`src/lcb_defines.svh`:
```
// Opcodes, special byte addresses, status bits and reset values for the logic/compare/BCD datapath
// What this block does
// RULE1: AND register/direct/indirect into accumulator, flags kept
// RULE2: AND immediate second byte into accumulator
// RULE3: AND accumulator or immediate into direct byte
// RULE4: Port read-modify-write uses output latch
// RULE5: Bit AND clears carry on zero bit
// RULE6: Slashed bit AND uses inverted bit
// RULE7: Compare branch adds 3, then displacement
// RULE8: Compare sets carry on unsigned less-than
// RULE9: Four compare forms, each three bytes
// RULE10: Clear accumulator, one byte, flags kept
// RULE11: Clear carry or addressed bit
// RULE12: Invert all accumulator bits, flags kept
// RULE13: Invert carry or bit, latch read
// RULE14: Decimal adjust low nibble, carry only set
// RULE15: Decimal adjust high nibble, overflow untouched
// RULE16: Decimal adjust in one execute cycle
// RULE17: Decode opcode, fetch trailing bytes first
`ifndef LCB_DEFINES_SVH
`define LCB_DEFINES_SVH

`define LCB_OP_ANL_A_IMM 8'h54
`define LCB_OP_ANL_A_DIR 8'h55
`define LCB_OP_ANL_D_A 8'h52
`define LCB_OP_ANL_D_IMM 8'h53
`define LCB_OP_ANL_C_BIT 8'h82
`define LCB_OP_ANL_C_NBIT 8'hB0
`define LCB_OP_COMPARE_BRANCH_UNEQUAL_A_IMM 8'hB4
`define LCB_OP_COMPARE_BRANCH_UNEQUAL_A_DIR 8'hB5
`define LCB_OP_CLR_A 8'hE4
`define LCB_OP_CPL_A 8'hF4
`define LCB_OP_CLR_C 8'hC3
`define LCB_OP_CPL_C 8'hB3
`define LCB_OP_CLR_BIT 8'hC2
`define LCB_OP_CPL_BIT 8'hB2
`define LCB_OP_DA 8'hD4

`define LCB_ADDR_ACC 8'hE0
`define LCB_ADDR_PSW 8'hD0
`define LCB_ADDR_PORT 8'h90
`define LCB_BIT_RAM_BASE 4'h2

`define LCB_PSW_CY 7
`define LCB_PSW_AC 6
`define LCB_PSW_OV 2
`define LCB_PSW_BANK_HI 4
`define LCB_PSW_BANK_LO 3

`define LCB_RST_ACC 8'h00
`define LCB_RST_PSW 8'h00
`define LCB_RST_PORT 8'hFF
`define LCB_RST_PC 16'h0000
`define LCB_PC_COMPARE_BRANCH_UNEQUAL_STEP 16'h0003
`define LCB_BCD_FIX_LO 9'h006
`define LCB_BCD_FIX_HI 9'h060
`define LCB_BCD_MAX 4'h9

`endif

```
`src/lcb_pkg.sv`:
```
// Types shared by the datapath modules
package lcb_pkg;
  typedef enum logic [1:0] {LCB_FETCH, LCB_BYTE2, LCB_BYTE3} lcb_state_t;
  typedef logic [7:0] lcb_byte_t;
endpackage

```
`src/lcb_alu_if.sv`:
```
// Operand and result bundle between the core and its ALU
`timescale 1ns/1ps
`default_nettype none
interface lcb_alu_if;
  import lcb_pkg::*;
  lcb_byte_t opcode;
  lcb_byte_t acc;
  lcb_byte_t loc_val;
  lcb_byte_t imm;
  logic [2:0] bit_sel;
  logic cy;
  logic ac;
  lcb_byte_t acc_res;
  lcb_byte_t byte_res;
  logic cy_res;
  logic branch;
  modport core (output opcode, acc, loc_val, imm, bit_sel, cy, ac, input acc_res, byte_res, cy_res, branch);
  modport alu (input opcode, acc, loc_val, imm, bit_sel, cy, ac, output acc_res, byte_res, cy_res, branch);
endinterface
`default_nettype wire

```
`src/lcb_alu.sv`:
```
// Combinational results for byte AND, bit ops, compare and decimal adjust
`timescale 1ns/1ps
`default_nettype none
`include "lcb_defines.svh"
module lcb_alu
  import lcb_pkg::*;
(
  lcb_alu_if.alu a
);
  logic is_cmp_a_dir;
  logic is_cmp_a;
  lcb_byte_t cmp_x;
  lcb_byte_t cmp_y;
  logic bit_val;
  logic [8:0] da_s1;
  logic [8:0] da_s2;
  logic da_c1;
  logic da_lo_fix;
  logic da_hi_fix;

  assign is_cmp_a_dir = (a.opcode == `LCB_OP_COMPARE_BRANCH_UNEQUAL_A_DIR);
  assign is_cmp_a = is_cmp_a_dir || (a.opcode == `LCB_OP_COMPARE_BRANCH_UNEQUAL_A_IMM);
  // RULE9 operand pairs
  assign cmp_x = is_cmp_a ? a.acc : a.loc_val;
  assign cmp_y = is_cmp_a_dir ? a.loc_val : a.imm;
  // RULE7 taken only when unequal
  assign a.branch = (cmp_x != cmp_y);
  assign bit_val = a.loc_val[a.bit_sel];

  // RULE14 low nibble correction
  assign da_lo_fix = (a.acc[3:0] > `LCB_BCD_MAX) || a.ac;
  assign da_s1 = {1'b0, a.acc} + (da_lo_fix ? `LCB_BCD_FIX_LO : 9'h000);
  assign da_c1 = a.cy | da_s1[8];
  // RULE15 high nibble correction on updated carry
  assign da_hi_fix = (da_s1[7:4] > `LCB_BCD_MAX) || da_c1;
  assign da_s2 = {1'b0, da_s1[7:0]} + (da_hi_fix ? `LCB_BCD_FIX_HI : 9'h000);

  always_comb begin
    a.acc_res = a.acc;
    a.byte_res = a.loc_val;
    a.cy_res = a.cy;
    unique case (a.opcode)
      `LCB_OP_ANL_D_A: a.byte_res = a.loc_val & a.acc;
      // RULE3 immediate mask clears bits
      `LCB_OP_ANL_D_IMM: a.byte_res = a.loc_val & a.imm;
      // RULE2 immediate operand
      `LCB_OP_ANL_A_IMM: a.acc_res = a.acc & a.imm;
      // RULE5 zero bit clears carry
      `LCB_OP_ANL_C_BIT: a.cy_res = a.cy & bit_val;
      // RULE6 inverted operand, bit kept
      `LCB_OP_ANL_C_NBIT: a.cy_res = a.cy & ~bit_val;
      // RULE10 zero accumulator
      `LCB_OP_CLR_A: a.acc_res = 8'h00;
      // RULE12 one's complement
      `LCB_OP_CPL_A: a.acc_res = ~a.acc;
      // RULE11 clear carry or bit
      `LCB_OP_CLR_C: a.cy_res = 1'b0;
      `LCB_OP_CLR_BIT: a.byte_res[a.bit_sel] = 1'b0;
      // RULE13 invert carry or bit
      `LCB_OP_CPL_C: a.cy_res = ~a.cy;
      `LCB_OP_CPL_BIT: a.byte_res[a.bit_sel] = ~bit_val;
      // RULE16 one of four constants added
      `LCB_OP_DA: begin
        a.acc_res = da_s2[7:0];
        a.cy_res = da_c1 | da_s2[8];
      end
      default: begin
        // RULE1 register, direct or indirect source
        a.acc_res = a.acc & a.loc_val;
        // RULE8 unsigned less-than into carry
        if (a.opcode[7:4] == 4'hB && a.opcode[3:2] != 2'b00) begin
          a.cy_res = (cmp_x < cmp_y);
        end
      end
    endcase
  end
endmodule // lcb_alu
`default_nettype wire

```
`src/lcb_core.sv`:
```
// Fetch, decode and execute core for AND, bit, compare-branch, clear, invert and decimal adjust
`timescale 1ns/1ps
`default_nettype none
`include "lcb_defines.svh"
module lcb_core
  import lcb_pkg::*;
(
  input wire logic clk,
  input wire logic reset,
  input wire logic [7:0] prog_data,
  input wire logic [7:0] port_pins,
  output logic [15:0] prog_addr,
  output logic [7:0] port_latch,
  output logic [7:0] acc_out,
  output logic [7:0] psw_out
);
  ////////////////////////////////////////////////////////////////////////
  lcb_state_t state_q;
  lcb_state_t state_d;
  logic [15:0] pc_q;
  logic [15:0] pc_d;
  lcb_byte_t op_q;
  lcb_byte_t b2_q;
  lcb_byte_t acc_q;
  lcb_byte_t acc_d;
  lcb_byte_t psw_q;
  lcb_byte_t psw_d;
  lcb_byte_t latch_q;
  lcb_byte_t pin_s1_q;
  lcb_byte_t pin_s2_q;
  // Internal RAM, lower direct space only
  lcb_byte_t ram [0:127];

  lcb_alu_if alu_bus ();

  lcb_alu u_alu (
    .a (alu_bus.alu)
  );

  ////////////////////////////////////////////////////////////////////////
  // Current instruction bytes; the last byte is used live from the code bus
  lcb_byte_t op_w;
  lcb_byte_t b2_w;
  lcb_byte_t b3_w;
  assign op_w = (state_q == LCB_FETCH) ? prog_data : op_q;
  assign b2_w = (state_q == LCB_BYTE2) ? prog_data : b2_q;
  assign b3_w = prog_data;

  logic is_anl_rn;
  logic is_anl_ri;
  logic is_anl_dir;
  logic is_anl_imm;
  logic is_anl_da;
  logic is_anl_dimm;
  logic is_anl_cb;
  logic is_anl_cnb;
  logic is_compare_branch_unequal;
  logic is_compare_branch_unequal_rn;
  logic is_compare_branch_unequal_ri;
  logic is_clr_a;
  logic is_cpl_a;
  logic is_clr_c;
  logic is_cpl_c;
  logic is_clr_b;
  logic is_cpl_b;
  logic is_da;
  logic is_bit_op;

  // RULE17 opcode decode
  assign is_anl_rn = (op_w[7:3] == 5'b01011);
  assign is_anl_ri = (op_w[7:1] == 7'b0101011);
  assign is_anl_dir = (op_w == `LCB_OP_ANL_A_DIR);
  assign is_anl_imm = (op_w == `LCB_OP_ANL_A_IMM);
  assign is_anl_da = (op_w == `LCB_OP_ANL_D_A);
  assign is_anl_dimm = (op_w == `LCB_OP_ANL_D_IMM);
  assign is_anl_cb = (op_w == `LCB_OP_ANL_C_BIT);
  assign is_anl_cnb = (op_w == `LCB_OP_ANL_C_NBIT);
  assign is_compare_branch_unequal_rn = (op_w[7:3] == 5'b10111);
  assign is_compare_branch_unequal_ri = (op_w[7:1] == 7'b1011011);
  assign is_compare_branch_unequal = is_compare_branch_unequal_rn || is_compare_branch_unequal_ri || (op_w == `LCB_OP_COMPARE_BRANCH_UNEQUAL_A_IMM) || (op_w == `LCB_OP_COMPARE_BRANCH_UNEQUAL_A_DIR);
  assign is_clr_a = (op_w == `LCB_OP_CLR_A);
  assign is_cpl_a = (op_w == `LCB_OP_CPL_A);
  assign is_clr_c = (op_w == `LCB_OP_CLR_C);
  assign is_cpl_c = (op_w == `LCB_OP_CPL_C);
  assign is_clr_b = (op_w == `LCB_OP_CLR_BIT);
  assign is_cpl_b = (op_w == `LCB_OP_CPL_BIT);
  assign is_da = (op_w == `LCB_OP_DA);
  assign is_bit_op = is_anl_cb || is_anl_cnb || is_clr_b || is_cpl_b;

  // RULE9 compare forms are three bytes
  logic len3;
  logic len2;
  assign len3 = is_anl_dimm || is_compare_branch_unequal;
  assign len2 = is_anl_imm || is_anl_dir || is_anl_da || is_bit_op;

  // Execute on the cycle that carries the final instruction byte
  logic exec;
  assign exec = ((state_q == LCB_FETCH) && !len2 && !len3) ||
                ((state_q == LCB_BYTE2) && len2) || (state_q == LCB_BYTE3);

  ////////////////////////////////////////////////////////////////////////
  // Operand location in direct space
  logic [1:0] bank;
  lcb_byte_t ri_ptr;
  lcb_byte_t rn_loc;
  lcb_byte_t ri_loc;
  lcb_byte_t bit_loc;
  lcb_byte_t loc;
  lcb_byte_t imm;
  lcb_byte_t loc_val;
  logic rmw;
  assign bank = psw_q[`LCB_PSW_BANK_HI:`LCB_PSW_BANK_LO];
  assign ri_ptr = ram[{2'b00, bank, 2'b00, op_w[0]}];
  assign rn_loc = {3'b000, bank, op_w[2:0]};
  // Indirect reach limited to the lower 128 bytes present here
  assign ri_loc = {1'b0, ri_ptr[6:0]};
  assign bit_loc = b2_w[7] ? {b2_w[7:3], 3'b000} : {`LCB_BIT_RAM_BASE, b2_w[6:3]};
  assign loc = is_bit_op ? bit_loc :
               (is_anl_rn || is_compare_branch_unequal_rn) ? rn_loc :
               (is_anl_ri || is_compare_branch_unequal_ri) ? ri_loc : b2_w;
  assign imm = is_anl_dimm ? b3_w : b2_w;
  assign rmw = is_anl_da || is_anl_dimm || is_clr_b || is_cpl_b;

  // RULE4 port read-modify-write sees the latch
  assign loc_val = !loc[7] ? ram[loc[6:0]] :
                   (loc == `LCB_ADDR_ACC) ? acc_q :
                   (loc == `LCB_ADDR_PSW) ? psw_q :
                   (loc == `LCB_ADDR_PORT) ? (rmw ? latch_q : pin_s2_q) : 8'h00;

  assign alu_bus.opcode = op_w;
  assign alu_bus.acc = acc_q;
  assign alu_bus.loc_val = loc_val;
  assign alu_bus.imm = imm;
  assign alu_bus.bit_sel = b2_w[2:0];
  assign alu_bus.cy = psw_q[`LCB_PSW_CY];
  assign alu_bus.ac = psw_q[`LCB_PSW_AC];

  ////////////////////////////////////////////////////////////////////////
  // Write enables
  logic acc_we;
  logic byte_we;
  logic cy_we;
  logic ram_we;
  lcb_byte_t wr_val;
  assign acc_we = exec && (is_anl_rn || is_anl_ri || is_anl_dir || is_anl_imm || is_clr_a || is_cpl_a || is_da);
  // RULE3 result written to direct byte
  assign byte_we = exec && (is_anl_da || is_anl_dimm || is_clr_b || is_cpl_b);
  assign cy_we = exec && (is_anl_cb || is_anl_cnb || is_clr_c || is_cpl_c || is_compare_branch_unequal || is_da);
  assign ram_we = byte_we && !loc[7];
  assign wr_val = alu_bus.byte_res;

  // RULE1 flags untouched unless carry or PROGRAM_STATUS_WORD is the target
  assign acc_d = acc_we ? alu_bus.acc_res :
                 (byte_we && loc == `LCB_ADDR_ACC) ? wr_val : acc_q;

  always_comb begin
    psw_d = psw_q;
    if (byte_we && loc == `LCB_ADDR_PSW) begin
      psw_d = wr_val;
    end
    // RULE15 only carry moves; overflow left alone
    if (cy_we) begin
      psw_d[`LCB_PSW_CY] = alu_bus.cy_res;
    end
  end

  // RULE7 step past instruction, then displacement
  logic [15:0] rel_ext;
  assign rel_ext = {{8{b3_w[7]}}, b3_w};

  always_comb begin
    state_d = state_q;
    pc_d = pc_q + 16'h0001;
    unique case (state_q)
      LCB_FETCH: state_d = (len2 || len3) ? LCB_BYTE2 : LCB_FETCH;
      LCB_BYTE2: state_d = len3 ? LCB_BYTE3 : LCB_FETCH;
      LCB_BYTE3: begin
        state_d = LCB_FETCH;
        if (is_compare_branch_unequal && alu_bus.branch) begin
          pc_d = pc_q + 16'h0001 + rel_ext;
        end
      end
    endcase
  end

  ////////////////////////////////////////////////////////////////////////
  always_ff @(posedge clk) begin
    if (reset) begin
      state_q <= LCB_FETCH;
      pc_q <= `LCB_RST_PC;
      op_q <= 8'h00;
      b2_q <= 8'h00;
    end else begin
      state_q <= state_d;
      pc_q <= pc_d;
      op_q <= op_w;
      b2_q <= b2_w;
    end
  end

  always_ff @(posedge clk) begin
    if (reset) begin
      acc_q <= `LCB_RST_ACC;
      psw_q <= `LCB_RST_PSW;
      latch_q <= `LCB_RST_PORT;
    end else begin
      acc_q <= acc_d;
      psw_q <= psw_d;
      if (byte_we && loc == `LCB_ADDR_PORT) begin
        latch_q <= wr_val;
      end
    end
  end

  // Pins are asynchronous to the core clock
  always_ff @(posedge clk) begin
    if (reset) begin
      pin_s1_q <= 8'h00;
      pin_s2_q <= 8'h00;
    end else begin
      pin_s1_q <= port_pins;
      pin_s2_q <= pin_s1_q;
    end
  end

  // RAM has no reset; software initialises it
  always_ff @(posedge clk) begin
    if (ram_we) begin
      ram[loc[6:0]] <= wr_val;
    end
  end

  assign prog_addr = pc_q;
  assign port_latch = latch_q;
  assign acc_out = acc_q;
  assign psw_out = psw_q;

  logic [15:0] cj_pc_exp;
  logic cj_lt;
  logic bit_val_w;
  assign bit_val_w = loc_val[b2_w[2:0]];
  assign cj_pc_exp = pc_q + 16'h0001 + (alu_bus.branch ? rel_ext : 16'h0000);
  assign cj_lt = ((op_w[7:1] == 7'b1011010) ? acc_q : loc_val) < ((op_w == `LCB_OP_COMPARE_BRANCH_UNEQUAL_A_DIR) ? loc_val : imm);
endmodule // lcb_core
`default_nettype wire

```
`config.mk`:
```
export PLATFORM = sky130hd
export DESIGN_NAME = lcb_core
export DESIGN_NICKNAME = d
export VERILOG_FILES = /design/src/lcb_pkg.sv /design/src/lcb_alu_if.sv /design/src/lcb_alu.sv /design/src/lcb_core.sv
export VERILOG_INCLUDE_DIRS = /design/src
export SDC_FILE = /design/constraint.sdc
export NUM_CORES = 1
export LEC_CHECK = 0
export BUFFER_PORTS_ARGS = -buffer_cell sky130_fd_sc_hd__clkbuf_2
export CAP_MARGIN = 20
export CORE_UTILIZATION = 40
export DETAILED_ROUTE_END_ITERATION = 12
export PLACE_DENSITY = 0.55
export SLEW_MARGIN = 20
export SYNTH_ARGS = -nofsm -noshare
export SYNTH_HDL_FRONTEND = slang
export SYNTH_HIERARCHICAL = 1
export SYNTH_SLANG_ARGS = --single-unit
export TNS_END_PERCENT = 1
```
`constraint.sdc`:
```
create_clock -name clk -period 24.2 [get_ports clk]
set_input_delay 4.84 -clock clk [delete_from_list [all_inputs] [get_ports clk]]
set_output_delay 4.84 -clock clk [all_outputs]
set_load 0.03 [all_outputs]
```
; ---- Word level (Yosys, flattened, before mapping)
; Memories as Yosys holds them, arrays and structs flattened.
; Cells that the tools add are included.
; Widths: inputs -> output; s select.
[classes]
n_bitwise = 12
addsub = 4
muxes = 36
div = 0
reduce_logical = 55
order_cmp = 5
mul = 0
n_eq_ne = 29
shifts = 0
[op_table]
columns = operator, n
row1 = $mux 8, 17
row2 = $eq 8x8->1 const B, 14
row3 = $pmux 8 s5, 1
row4 = $and 8x8->8, 4
row5 = $eq 8x7->1 const B, 4
row6 = $mux 16, 2
row7 = $pmux 8 s4, 1
row8 = $logic_or 1x1->1, 31
row9 = $add 8x9->9, 2
row10 = $add 16x1->16 const B, 1
row11 = $add 16x16->16, 1
row12 = $not 8->8, 2
row13 = $logic_and 1x1->1, 13
row14 = $bwmux 8, 1
row15 = $gt 4x4->1 const B, 2
row16 = $lt 8x8->1, 1
row17 = $ne 8x8->1, 1
row18 = $reduce_or 8->1, 1
row19 = $eq 7x6->1 const B, 1
row20 = $eq 7x7->1 const B, 1
row21 = $mux 1, 7
row22 = $mux 7, 1
row23 = $ne 7x6->1 const B, 1
row24 = $reduce_or 7->1, 1
row25 = other kinds (22), 30
[word_totals]
latchBits = 0
mem_bits_rw = 1024
n_memories = 1
wordCells = 152
rom_bits = 0
register_bits = 74
[mem_list]
columns = name, depth, word_bits, rd, rd_ports_with_merged_regs, wr, line
row1 = ram, 128, 8, 2, 0, 1, lcb_core.sv:32  ; lcb_byte_t ram [0:127];

; ---- Depth between registers and ports, before layout
; Gate-level depths: netlist of run 1.
[depth]
depth_word = 19
depth_mapped = 33
mapped_depth_nobuf = 25

; ---- Modules after synthesis
; Netlist of run 1, hierarchy kept.
[by_module_without_submodules]
columns = module, cells_each, seq_area_each_um2, n_inst, area_per_inst_um2
row1 = lcb_core, 2881, 32230.9, 1, 44398.8
row2 = lcb_alu, 237, 0.0, 1, 1656.6

; ---- Least setup slack after synthesis of run 1
; OpenSTA, ideal clock, no wires.
[synth_path]
path_type = input -> register
startpoint = input prog_data[7]
endpoint = memory ram[0][1] (netlist name) (data pin)
path_buffers = 2
path_stages = 18
required_time_ns = 22.942
slack_ns = 8.746
t_arrival_ns = 14.196
path_cell_list = clkbuf_1 > mux2i_1 > inv_2 > nor3_2 > o21ai_1 > o2111ai_4 > nand2_4 > buf_6 > and4_4 > a2111oi_2 > a31oi_1 > or4_1 > nor4_2 > a31oi_1 > mux2_2 > a211oi_2 > nand4_1 > o31ai_1
[synth_between]
elab_chain_cells = 16
elab_cells_between_ends = 42
classes_between = eq/ne: 13 / mux: 16 / bitwise: 4 / reduce/logical: 8 / memory: 1
[synth_rtl]
columns = element, line
row1 = from (decl), lcb_core.sv:10  ; input wire logic [7:0] prog_data,
row2 = $mux 8 *, lcb_core.sv:45  ; assign op_w = (state_q == LCB_FETCH) ? prog_data : op_q;
row3 = net alu_bus.opcode[7], lcb_alu_if.sv:6  ; lcb_byte_t opcode;
row4 = "parallel branches: the longest is 9 deep, another holds $mem_v2 128x8", -
row5 = $mux 8 *, lcb_core.sv:125  ; assign loc_val = !loc[7] ? ram[loc[6:0]] :
row6 = net alu_bus.loc_val[1], lcb_alu_if.sv:8  ; lcb_byte_t loc_val;
row7 = $bmux 1 s3, lcb_alu.sv:28  ; assign bit_val = a.loc_val[a.bit_sel];
row8 = $mux 1 (implied by the code), lcb_alu.sv:28
row9 = $not 1->1, lcb_alu.sv:61  ; `LCB_OP_CPL_BIT: a.byte_res[a.bit_sel] = ~bit_val;
row10 = $bwmux 8, lcb_alu.sv:61
row11 = $pmux 8 s4 *, lcb_alu.sv:42  ; unique case (a.opcode)
row12 = net alu_bus.byte_res[1], lcb_alu_if.sv:14  ; lcb_byte_t byte_res;
row13 = to (decl), lcb_core.sv:32
; Mark *: on every way through the listed nets, which the timed path passes. The select of a mux whose other input is x is not followed.

; ---- Final worst setup path of run 1
[layout_path]
startpoint = input prog_data[5]
endpoint = memory ram[42][1] (netlist name) (data pin)
[layout_between]
elab_chain_cells = 16
elab_cells_between_ends = 42
classes_between = eq/ne: 13 / mux: 16 / bitwise: 4 / reduce/logical: 8 / memory: 1
[layout_rtl]
columns = element, line
row1 = $mux 8 *, lcb_core.sv:45
row2 = net alu_bus.opcode[5], lcb_alu_if.sv:6
row3 = "parallel branches: the longest is 9 deep, another holds $mem_v2 128x8", -
row4 = $mux 8 *, lcb_core.sv:125
row5 = net alu_bus.loc_val[4], lcb_alu_if.sv:8
row6 = $bmux 1 s3 *, lcb_alu.sv:28
row7 = $mux 1 (implied by the code) *, lcb_alu.sv:28
row8 = $not 1->1 *, lcb_alu.sv:61
row9 = $bwmux 8 *, lcb_alu.sv:61
row10 = $pmux 8 s4 *, lcb_alu.sv:42
row11 = net alu_bus.byte_res[1], lcb_alu_if.sv:14
; Marks and branches as above.

==> qor_table.md, run 1 <==
| Metric | Reported | Unit |
| --- | --- | --- |
| Result of the run | completed | - |
| Worst ir drop on vdd | 0.0000614 | V |
| Worst-path clk slew | 0.05 | ns |
| Category of the worst setup path capture point | flip-flop | - |
| First-pass GRT wire length | 225,000 | um |
| Pre-Repair DR Iteration Count | 6 | - |
| Count of endpoints failing hold in the final timing report | 0 | - |
| Detail-routed via count per cell | 6.35 | - |
| NumNets Final | 3,230 | - |
| Clock net sink count | 1,098 | - |
| Routed WL | 159,000 | um |
| Max-capacitance violation count | 0 | - |
| H-tree depth reported by CTS | 3 | - |
| Width of the die | 341 | um |
| Headroom to the max-slew limit | 17.3 | % |
| Adder-Cell Fraction of Synth Area | 0.973 | % |
| FF+latch count, synth | 1,098 | - |
| Maximum clock rate | 71.8 | MHz |
| Placed cell areas | 48,000 | sq um |
| Antenna violations before repair | 8 | - |
| Post-synth EDFFs | 1,024 | - |
| Critical Path Max Stage Delay | 0.98 | ns |
| Worst-Margin Slew | 1.23 | ns |
| CP Data Arrival Time | 14.32 | ns |
| Leakage power | 16.4 | nW |
| Areal power density over the cells | 86.4 | nW/um^2 |
| GRT Residual Overflow | 0 | - |
| Average cell area after synthesis | 14.8 | sq um |
| Share of cell area taken by muxes after synthesis | 4.93 | % |
| Total DRC errors in the routed layout | 0 | - |
| Synthesized-area fraction occupied by ao, oa, aoi and oai cells | 13.3 | % |
| Largest fanout on the critical path | 69 | - |
| Worst endpoint required time | 24.60 | ns |
| Non-filler instance count after layout | 4,782 | - |
| Largest net degree at the start of global routing | 109 | - |
| Path depth of the worst reg2reg path | 25 | - |
| Standard-cell rows | 124 | - |
| Cell chosen for the clock root | sky130_fd_sc_hd__clkbuf_16 | - |
| Total number of yosys warnings | 6 | - |
| Number of placed instances, taps included | 4,572 | - |
| Setup TNS after final layout | 0 | ns |
| Area of the core | 114,000 | sq um |
| Count of mapped cells out of synthesis | 3,118 | - |
| Count of antenna diodes in the layout | 0 | - |
| Count of cells resized by post-cts repair | 0 | - |
| Postcts setup bufs | 0 | - |
| Async set or reset register ratio after synthesis | 0 | % |
| Setup violators final | 0 | - |
| Buffer depth of the longest clock path | 3 | - |
| First-iteration detailed-routing DRC count | 3,920 | - |
| Total nets after synthesis | 3,170 | - |
| Share of the yosys chip area belonging to registers | 70.0 | % |
| Library cell contributing the largest single delay on the critical path | sky130_fd_sc_hd__o21ai_0 | - |
| Setup repair after global routing missed its margin | false | - |
| TritonCTS Buffers | 113 | - |
| WS Path Type | input pin to flip-flop | - |
| DRT antenna net count | 0 | - |
| Synthesized area | 46,100 | sq um |
| Post-route fraction of the period consumed by the critical path | 57.5 | % |
| Final design instance area without fill | 51,700 | sq um |
| Number of top-level pins | 58 | - |
| Critical Path Most Common Cell | sky130_fd_sc_hd__buf_4 | - |
| Worst hold path class | flip-flop to flip-flop | - |
| Latest clock arrival within the worst-skew pair | 0.72 | ns |
| Worst Clk Skew | 0.0583 | ns |
| Share of final-layout standard cells stronger than drive strength 1 | 14.1 | % |
| Most common flop cell mapped by yosys | sky130_fd_sc_hd__edfxtp_1 | - |
| Final Critical Period | 13.92 | ns |
| Final Max Slew Viols | 0 | - |
| Total power | 4.47 | mW |
| Height of the die | 341 | um |
| Simple-gate portion of the synthesized area | 7.76 | % |
| Final HPWL from detailed placement | 99,800 | um |
| Effective utilization at floorplan | 40.3 | % |
| Routed vias | 30,362 | - |
| Post-synthesis cell type count | 112 | - |
| Final weighted congestion of routability-driven global placement | 0.955 | - |
| Average wire per cell in the routed design | 33.3 | um |
| Main combinational cell family by area after synthesis | compound AO/OA/AOI/OAI gates | - |
| Cts-stage hold buffer count | 0 | - |
| Area added between synthesis and finish | 12.2 | % |
| Series of cell instances along the critical path | clkbuf_2 -> mux2i_2 -> inv_2 -> nand3_1 -> a211o_1 -> o32a_2 -> nand2_8 -> buf_4 -> buf_4 -> nor3_2 -> buf_4 -> buf_4 -> a22o_1 -> o41ai_1 -> a21oi_1 -> o21ai_0 -> a32oi_1 -> mux2i_1 -> nor2_1 -> a211oi_2 -> nand4_1 -> o31ai_4 -> buf_4 -> buf_4 | - |
| CTS tree | yes | - |
| All-Layer GR Usage | 27.0 | % |
| Main area contributors after synthesis | sky130_fd_sc_hd__edfxtp_1 67%, sky130_fd_sc_hd__a22oi_1 3.7%, sky130_fd_sc_hd__dfxtp_1 3.2% | - |
| Vias in the first global route | 29,837 | - |
| Share of the synthesized area in the top cell type | 66.8 | % |
| Die Area | 116,000 | sq um |
| Type of element launching the critical path | input pin | - |
| Quantity of I/O buffers inserted on ports | 57 | - |
| XOR/XNOR Fraction of Synth Area | 0.551 | % |
| Library cell with the largest summed area after synthesis | sky130_fd_sc_hd__edfxtp_1 | - |
| Cell depth of the worst min-delay path | 1 | - |
-- layout make-up --
cell class / count / area [sq um]
Tap cell: 1512 / 1890
Sequential cell: 1098 / 32200
Fill cell: 10076 / 62500
Multi-Input combinational cell: 1797 / 12900
Clock buffer: 143 / 2960
Inverter: 27 / 104
Clock inverter: 64 / 659
Timing Repair Buffer: 141 / 941
-- where the power goes --
part	total (mW)	leakage [nW]	internal (mW)	switching [mW]
registers	2.23	9.85	2.22	0.00462
logic	0.510	4.77	0.108	0.401
clock network	1.73	1.77	0.984	0.744
total	4.47	16.4	3.32	1.15
-- layer usage --
layer	GRT usage, %	part of all wire (%)	up-vias
met5	0	0.027	-
met4	12.5	5.1	8
met3	5.96	9.8	377
met2	42.6	46	1806
met1	35.6	39	15523
li1	-	-	12648
-- synth_stat cells, types with 47 or more instances --
cell and n:
sky130_fd_sc_hd__o21ai_0 74, sky130_fd_sc_hd__a21oi_1 82, sky130_fd_sc_hd__dfxtp_1 74, sky130_fd_sc_hd__a22oi_1 228
sky130_fd_sc_hd__nand2_1 206, sky130_fd_sc_hd__clkbuf_1 71, sky130_fd_sc_hd__mux2i_1 113, sky130_fd_sc_hd__a22o_1 51
sky130_fd_sc_hd__nand3_1 86, sky130_fd_sc_hd__nor2_1 241, sky130_fd_sc_hd__buf_2 87, sky130_fd_sc_hd__a221oi_1 47
sky130_fd_sc_hd__edfxtp_1 1024
-- path summary, 6_finish.rpt --
path	end	start	slack, ns
worst max-delay path	ram[42][1]	prog_data[5]	10.28
worst min-delay path	pin_s2_q[0]	pin_s1_q[0]	0.45
worst max register to register	ram[42][1]	state_q[1]	13.23
worst min register to register	pin_s2_q[0]	pin_s1_q[0]	0.45
-- cells by family after synthesis --
logic type | count (synthesis)
AOI/OAI and AO/OA | 812
xor gates and xnor gates | 29
adders and majority gates | 34
buffers and inverters | 223
DFF | 1098
muxes | 186
and+or+nand+nor | 736
-- sequential cells by signal, indices dropped and copies added (netlist names), 8 cells and up --
| name | cells |
|---|---|
| ram | 1024 |
| prog_addr | 16 |
| pin_s2_q | 8 |
| pin_s1_q | 8 |
| op_q | 8 |
| b2_q | 8 |
| port_latch | 8 |
| psw_out | 8 |
| acc_out | 8 |
-- cells in the final DEF, fill, tap and decap left out, drive strengths merged, types with 41 or more instances in the layout --
cell,n
edfxtp,1024
nor2,246
a22oi,229
nand2,212
clkbuf,202
mux2i,117
nand3,87
a21oi,83
o21ai,83
buf,82
dfxtp,74
a22o,51
a221oi,48
clkinv,46
mux2,44
nand4,41
-- through the flow --
| stage | worst slack (ns) | hold WS [ns] | util [%] |
|---|---|---|---|
| 3_5_place_dp | 9.86 | 0.429 | 42.1 |
| 2_1_floorplan | 8.75 | 0.414 | - |
| 6_report | 10.28 | 0.445 | 45.3 |
| 3_3_place_gp | 9.67 | 0.423 | 42.0 |
| 4_1_cts | 10.50 | 0.451 | 45.2 |
| 5_1_grt | 10.02 | 0.455 | 45.3 |
-- worst max-delay path, delay by kind of cell --
family	cells	cell delay (ns)
buf+inv	8	3.74
compound gates	9	3.88
mux	2	0.39
simple gates	5	1.13
No activity file was read; power rests on OpenSTA's default activity.
==> inputs of run 2 (changes only) <==
ABC_AREA = 1   (was not set)
PLACE_DENSITY = 0.57   (was 0.55)
clock period = 12.5 ns   (was 24.2 ns; I/O delays follow)
==> run 2 against run 1 <==
Effect of this change:
- largest cell class unchanged
- cell count grew 40%
- non-clock buffer count shrank 23
- clock power grew 94%
- register-to-register slack lost 9.8 ns
- sequential share of layout area shrank 3.5 points
- first-iteration DRC count shrank 8.1%
- synthesized cell count grew 59%
- count of clock-buffer cells in the layout shrank 6
- combinational power grew to 2.8 times the previous value
- worst hold slack lost 0.043 ns
- setup slack lost 7.5 ns
==> qor_table.md, run 2 <==
| Metric | Reported | Unit | Change |
| --- | --- | --- | --- |
| Post-synthesis cell type count | 56 | - | -50% |
| Postcts setup bufs | 0 | - | unchanged |
| Most common library cell in the layout ignoring fill and taps | sky130_fd_sc_hd__nand2_1 | - |  |
| Category of the worst setup path capture point | flip-flop | - |  |
| Result of the run | completed | - |  |
| Count of antenna diodes in the layout | 0 | - | unchanged |
| Count of cells resized by post-cts repair | 0 | - | unchanged |
| Most common flop cell mapped by yosys | sky130_fd_sc_hd__edfxtp_1 | - |  |
| Leakage power | 21.6 | nW | +32% |
| Most used cells in the layout excluding fill and tap cells | 2,234 x sky130_fd_sc_hd__nand2_1, 1,024 x sky130_fd_sc_hd__edfxtp_1, 349 x sky130_fd_sc_hd__nor2_1 | - |  |
| Non-filler instance count after layout | 6,703 | - | +40% |
| Headroom to the max-slew limit | 26.8 | % | +9.5 points |
| Post-route fraction of the period consumed by the critical path | 78.1 | % |  |
| H-tree depth reported by CTS | 3 | - | unchanged |
| Share of final-layout standard cells stronger than drive strength 1 | 8.07 | % | -6.0 points |
| WS Path Type | input pin to flip-flop | - |  |
| Areal power density over the cells | 168 | nW/um^2 | +95% |
| Count of endpoints failing hold in the final timing report | 0 | - | unchanged |
| CTS tree | yes | - |  |
| Clock net sink count | 1,098 | - | unchanged |
| Max-capacitance violation count | 0 | - | unchanged |
| Register-to-register setup slack | 3.42 | ns | -9.81 ns |
| Maximum clock rate | 102 | MHz |  |
| GRT Residual Overflow | 0 | - | unchanged |
| Largest register FFs | 1,024 | - | unchanged |
| First-iteration detailed-routing DRC count | 3,603 | - | -8.1% |
| Die Area | 125,000 | sq um | +7.1% |
| Setup repair after global routing missed its margin | false | - |  |
| Setup TNS after final layout | 0 | ns | unchanged |
| Synthesized area | 49,400 | sq um | +7.2% |
| Largest fanout on the critical path | 165 | - | +140% |
| Width of the die | 353 | um | +3.5% |
| Number of top-level pins | 58 | - | unchanged |
| Total nets after synthesis | 5,024 | - | +58% |
| Average wire per cell in the routed design | 21.0 | um | -37% |
| Effective utilization at floorplan | 40.5 | % | +0.12 points |
| Total number of yosys warnings | 6 | - | unchanged |
| Endpoint of the worst hold path | pin_s2_q[6] | - |  |
| Final Max Slew Viols | 0 | - | unchanged |
| All-Layer GR Usage | 22.3 | % | -4.7 points |
| RR Startpoint | state_q[0] | - |  |
| Reg-to-reg critical path endpoint | ram[100][4] | - |  |
| Post-synth EDFFs | 1,024 | - | unchanged |
| Type of element launching the critical path | input pin | - |  |
| Final Critical Period | 9.76 | ns |  |
| Total DRC errors in the routed layout | 0 | - | unchanged |
| Average cell area after synthesis | 9.93 | sq um | -33% |
| Library cell with the largest summed area after synthesis | sky130_fd_sc_hd__edfxtp_1 | - |  |
| Final HPWL from detailed placement | 84,800 | um | -15% |
| Commonest cells in the netlist | 2,234 x sky130_fd_sc_hd__nand2_1, 1,024 x sky130_fd_sc_hd__edfxtp_1, 349 x sky130_fd_sc_hd__nor2_1 | - |  |
| Largest net degree at the start of global routing | 166 | - | +52% |
| Worst ir drop on vdd | 0.000130 | V | +110% |
| Setup violators final | 0 | - | unchanged |
| TritonCTS Buffers | 116 | - | +2.7% |
| Critical Path Max Stage Delay | 0.80 | ns | -0.18 ns |
| Worst Clk Skew | 0.0344 | ns | -0.0239 ns |
| NumNets Final | 5,032 | - | +56% |
| Count of mapped cells out of synthesis | 4,972 | - | +59% |
| FF+latch count, synth | 1,098 | - | unchanged |
| Antenna violations before repair | 1 | - | -7 |
| Height of the die | 353 | um | +3.5% |
| Most frequent cell after synthesis | sky130_fd_sc_hd__nand2_1 | - |  |
| Buf/Inv on CP | 5 | - | -3 |
| Cts-stage hold buffer count | 0 | - | unchanged |
| Async set or reset register ratio after synthesis | 0 | % | unchanged |
| Cell depth of the worst min-delay path | 2 | - | +1 |
| Cell chosen for the clock root | sky130_fd_sc_hd__clkbuf_16 | - |  |
| Quantity of I/O buffers inserted on ports | 57 | - | unchanged |
| Worst hold path class | flip-flop to flip-flop | - |  |
| First-pass GRT wire length | 211,000 | um | -6.3% |
| Top Family by Delay on Critical Path | simple AND/OR/NAND/NOR gates | - |  |
| Routed vias | 34,917 | - | +15% |
| Worst endpoint required time | 12.86 | ns | -11.74 ns |
| Buffer depth of the longest clock path | 3 | - | unchanged |
| Routed WL | 141,000 | um | -12% |
| Vias in the first global route | 32,888 | - | +10% |
| Library cell contributing the largest single delay on the critical path | sky130_fd_sc_hd__buf_4 | - |  |
| FILL cells | 11,528 | - | +14% |
| Final weighted congestion of routability-driven global placement | 0.910 | - | -4.7% |
| Share of the synthesized area in the top cell type | 62.3 | % | -4.5 points |
| Latest clock arrival within the worst-skew pair | 0.71 | ns | about the same |
| Area of the core | 122,000 | sq um | +6.9% |
| Worst-path clk slew | 0.06 | ns | about the same |
| DRT antenna net count | 0 | - | unchanged |
| Area added between synthesis and finish | 11.0 | % |  |
| Main area contributors after synthesis | sky130_fd_sc_hd__edfxtp_1 62%, sky130_fd_sc_hd__nand2_1 17%, sky130_fd_sc_hd__dfxtp_1 3.0% | - |  |
| Startpoint of the tightest hold check path | pin_s1_q[6] | - |  |
| Standard-cell rows | 128 | - | +3.2% |
| Critical Path Most Common Cell | sky130_fd_sc_hd__nand2_1 | - |  |
| Worst-Margin Slew | 1.09 | ns | -0.133 ns |
| Pre-Repair DR Iteration Count | 6 | - | unchanged |
| Total power | 9.21 | mW | +110% |
| CP Data Arrival Time | 10.12 | ns | -4.20 ns |
| Share of the yosys chip area belonging to registers | 65.3 | % | -4.7 points |
| Detail-routed via count per cell | 5.21 | - | -18% |
| Number of placed instances, taps included | 6,483 | - | +42% |
| Path depth of the worst reg2reg path | 35 | - | +40% |
-- run 2: cell types whose count changed in the layout (fill, tap and decap cells not counted), moves of 113 or more --
cell	before	now
sky130_fd_sc_hd__a22oi_1	228	0
sky130_fd_sc_hd__inv_1	22	177
sky130_fd_sc_hd__mux2i_1	113	0
sky130_fd_sc_hd__nand2_1	206	2234
sky130_fd_sc_hd__nand3_1	86	261
sky130_fd_sc_hd__nor2_1	228	349
-- run 2: logic make-up after synthesis --
group | count (synthesis) | share of synthesized area (%)
compound gates | 365 | 4.30
flops | 1098 | 65.3
simple gates | 3018 | 24.9
xor+xnor | 21 | 0.373
buf+inv | 436 | 4.27
fa+ha+maj | 34 | 0.907
-- run 2: worst min-delay path, stage by stage, from the launching register on --
cell and delay [ns]:
sky130_fd_sc_hd__dfxtp_1 0.29, sky130_fd_sc_hd__inv_1 0.04, sky130_fd_sc_hd__nor2_1 0.03
-- run 2: per-layer routing --
layer  global-route usage (%)  part of all wire (%)  vias to the layer above
met3                     3.46                   6.9                      214
met2                     35.1                    46                     1210
li1                         -                     -                    16610
met4                     6.84                   2.9                        0
met5                        0                     0                        -
met1                     31.8                    44                    16883
-- run 2: worst max-delay path by stage --
| stage | start | to | slack (ns) | cells past startpoint |
|---|---|---|---|---|
| final | prog_data[0] | ram[100][4] | 2.74 | 33 |
| after global routing | prog_data[0] | ram[102][4] | 2.19 | 33 |
| after CTS | prog_data[0] | ram[62][7] | 2.96 | 33 |
| after detailed placement | prog_data[0] | ram[33][7] | 2.23 | 33 |
| after global placement | prog_data[0] | ram[100][4] | 2.35 | 33 |
| after floorplan | prog_data[4] | ram[0][1] | 3.22 | 24 |
-- run 2: cell type report --
cell class | count | area (sq um) | area share [%]
Sequential cell | 1098 | 32200 | 58.8
Tap cell | 1625 | 2030 | 3.71
Timing Repair Buffer | 118 | 908 | 1.66
Clock buffer | 137 | 3000 | 5.48
Clock inverter | 79 | 663 | 1.21
Multi-Input combinational cell | 3438 | 15100 | 27.6
Inverter | 208 | 800 | 1.46
-- run 2: stage by stage --
step	util (%)	worst slack [ns]	area, sq um	hold slack [ns]
2_1_floorplan	-	3.22	49400	0.388
3_3_place_gp	41.8	2.35	51000	0.390
3_5_place_dp	41.8	2.23	51000	0.395
4_1_cts	44.8	2.96	54700	0.404
5_1_grt	44.9	2.19	54800	0.414
6_report	44.9	2.74	54800	0.402
-- run 2: where the power goes --
group / internal [mW] / total, mW / switching, mW
registers: 4.43 / 4.44 / 0.00534
clock network: 1.91 / 3.36 / 1.44
logic: 0.271 / 1.42 / 1.15
total: 6.62 / 9.21 / 2.60
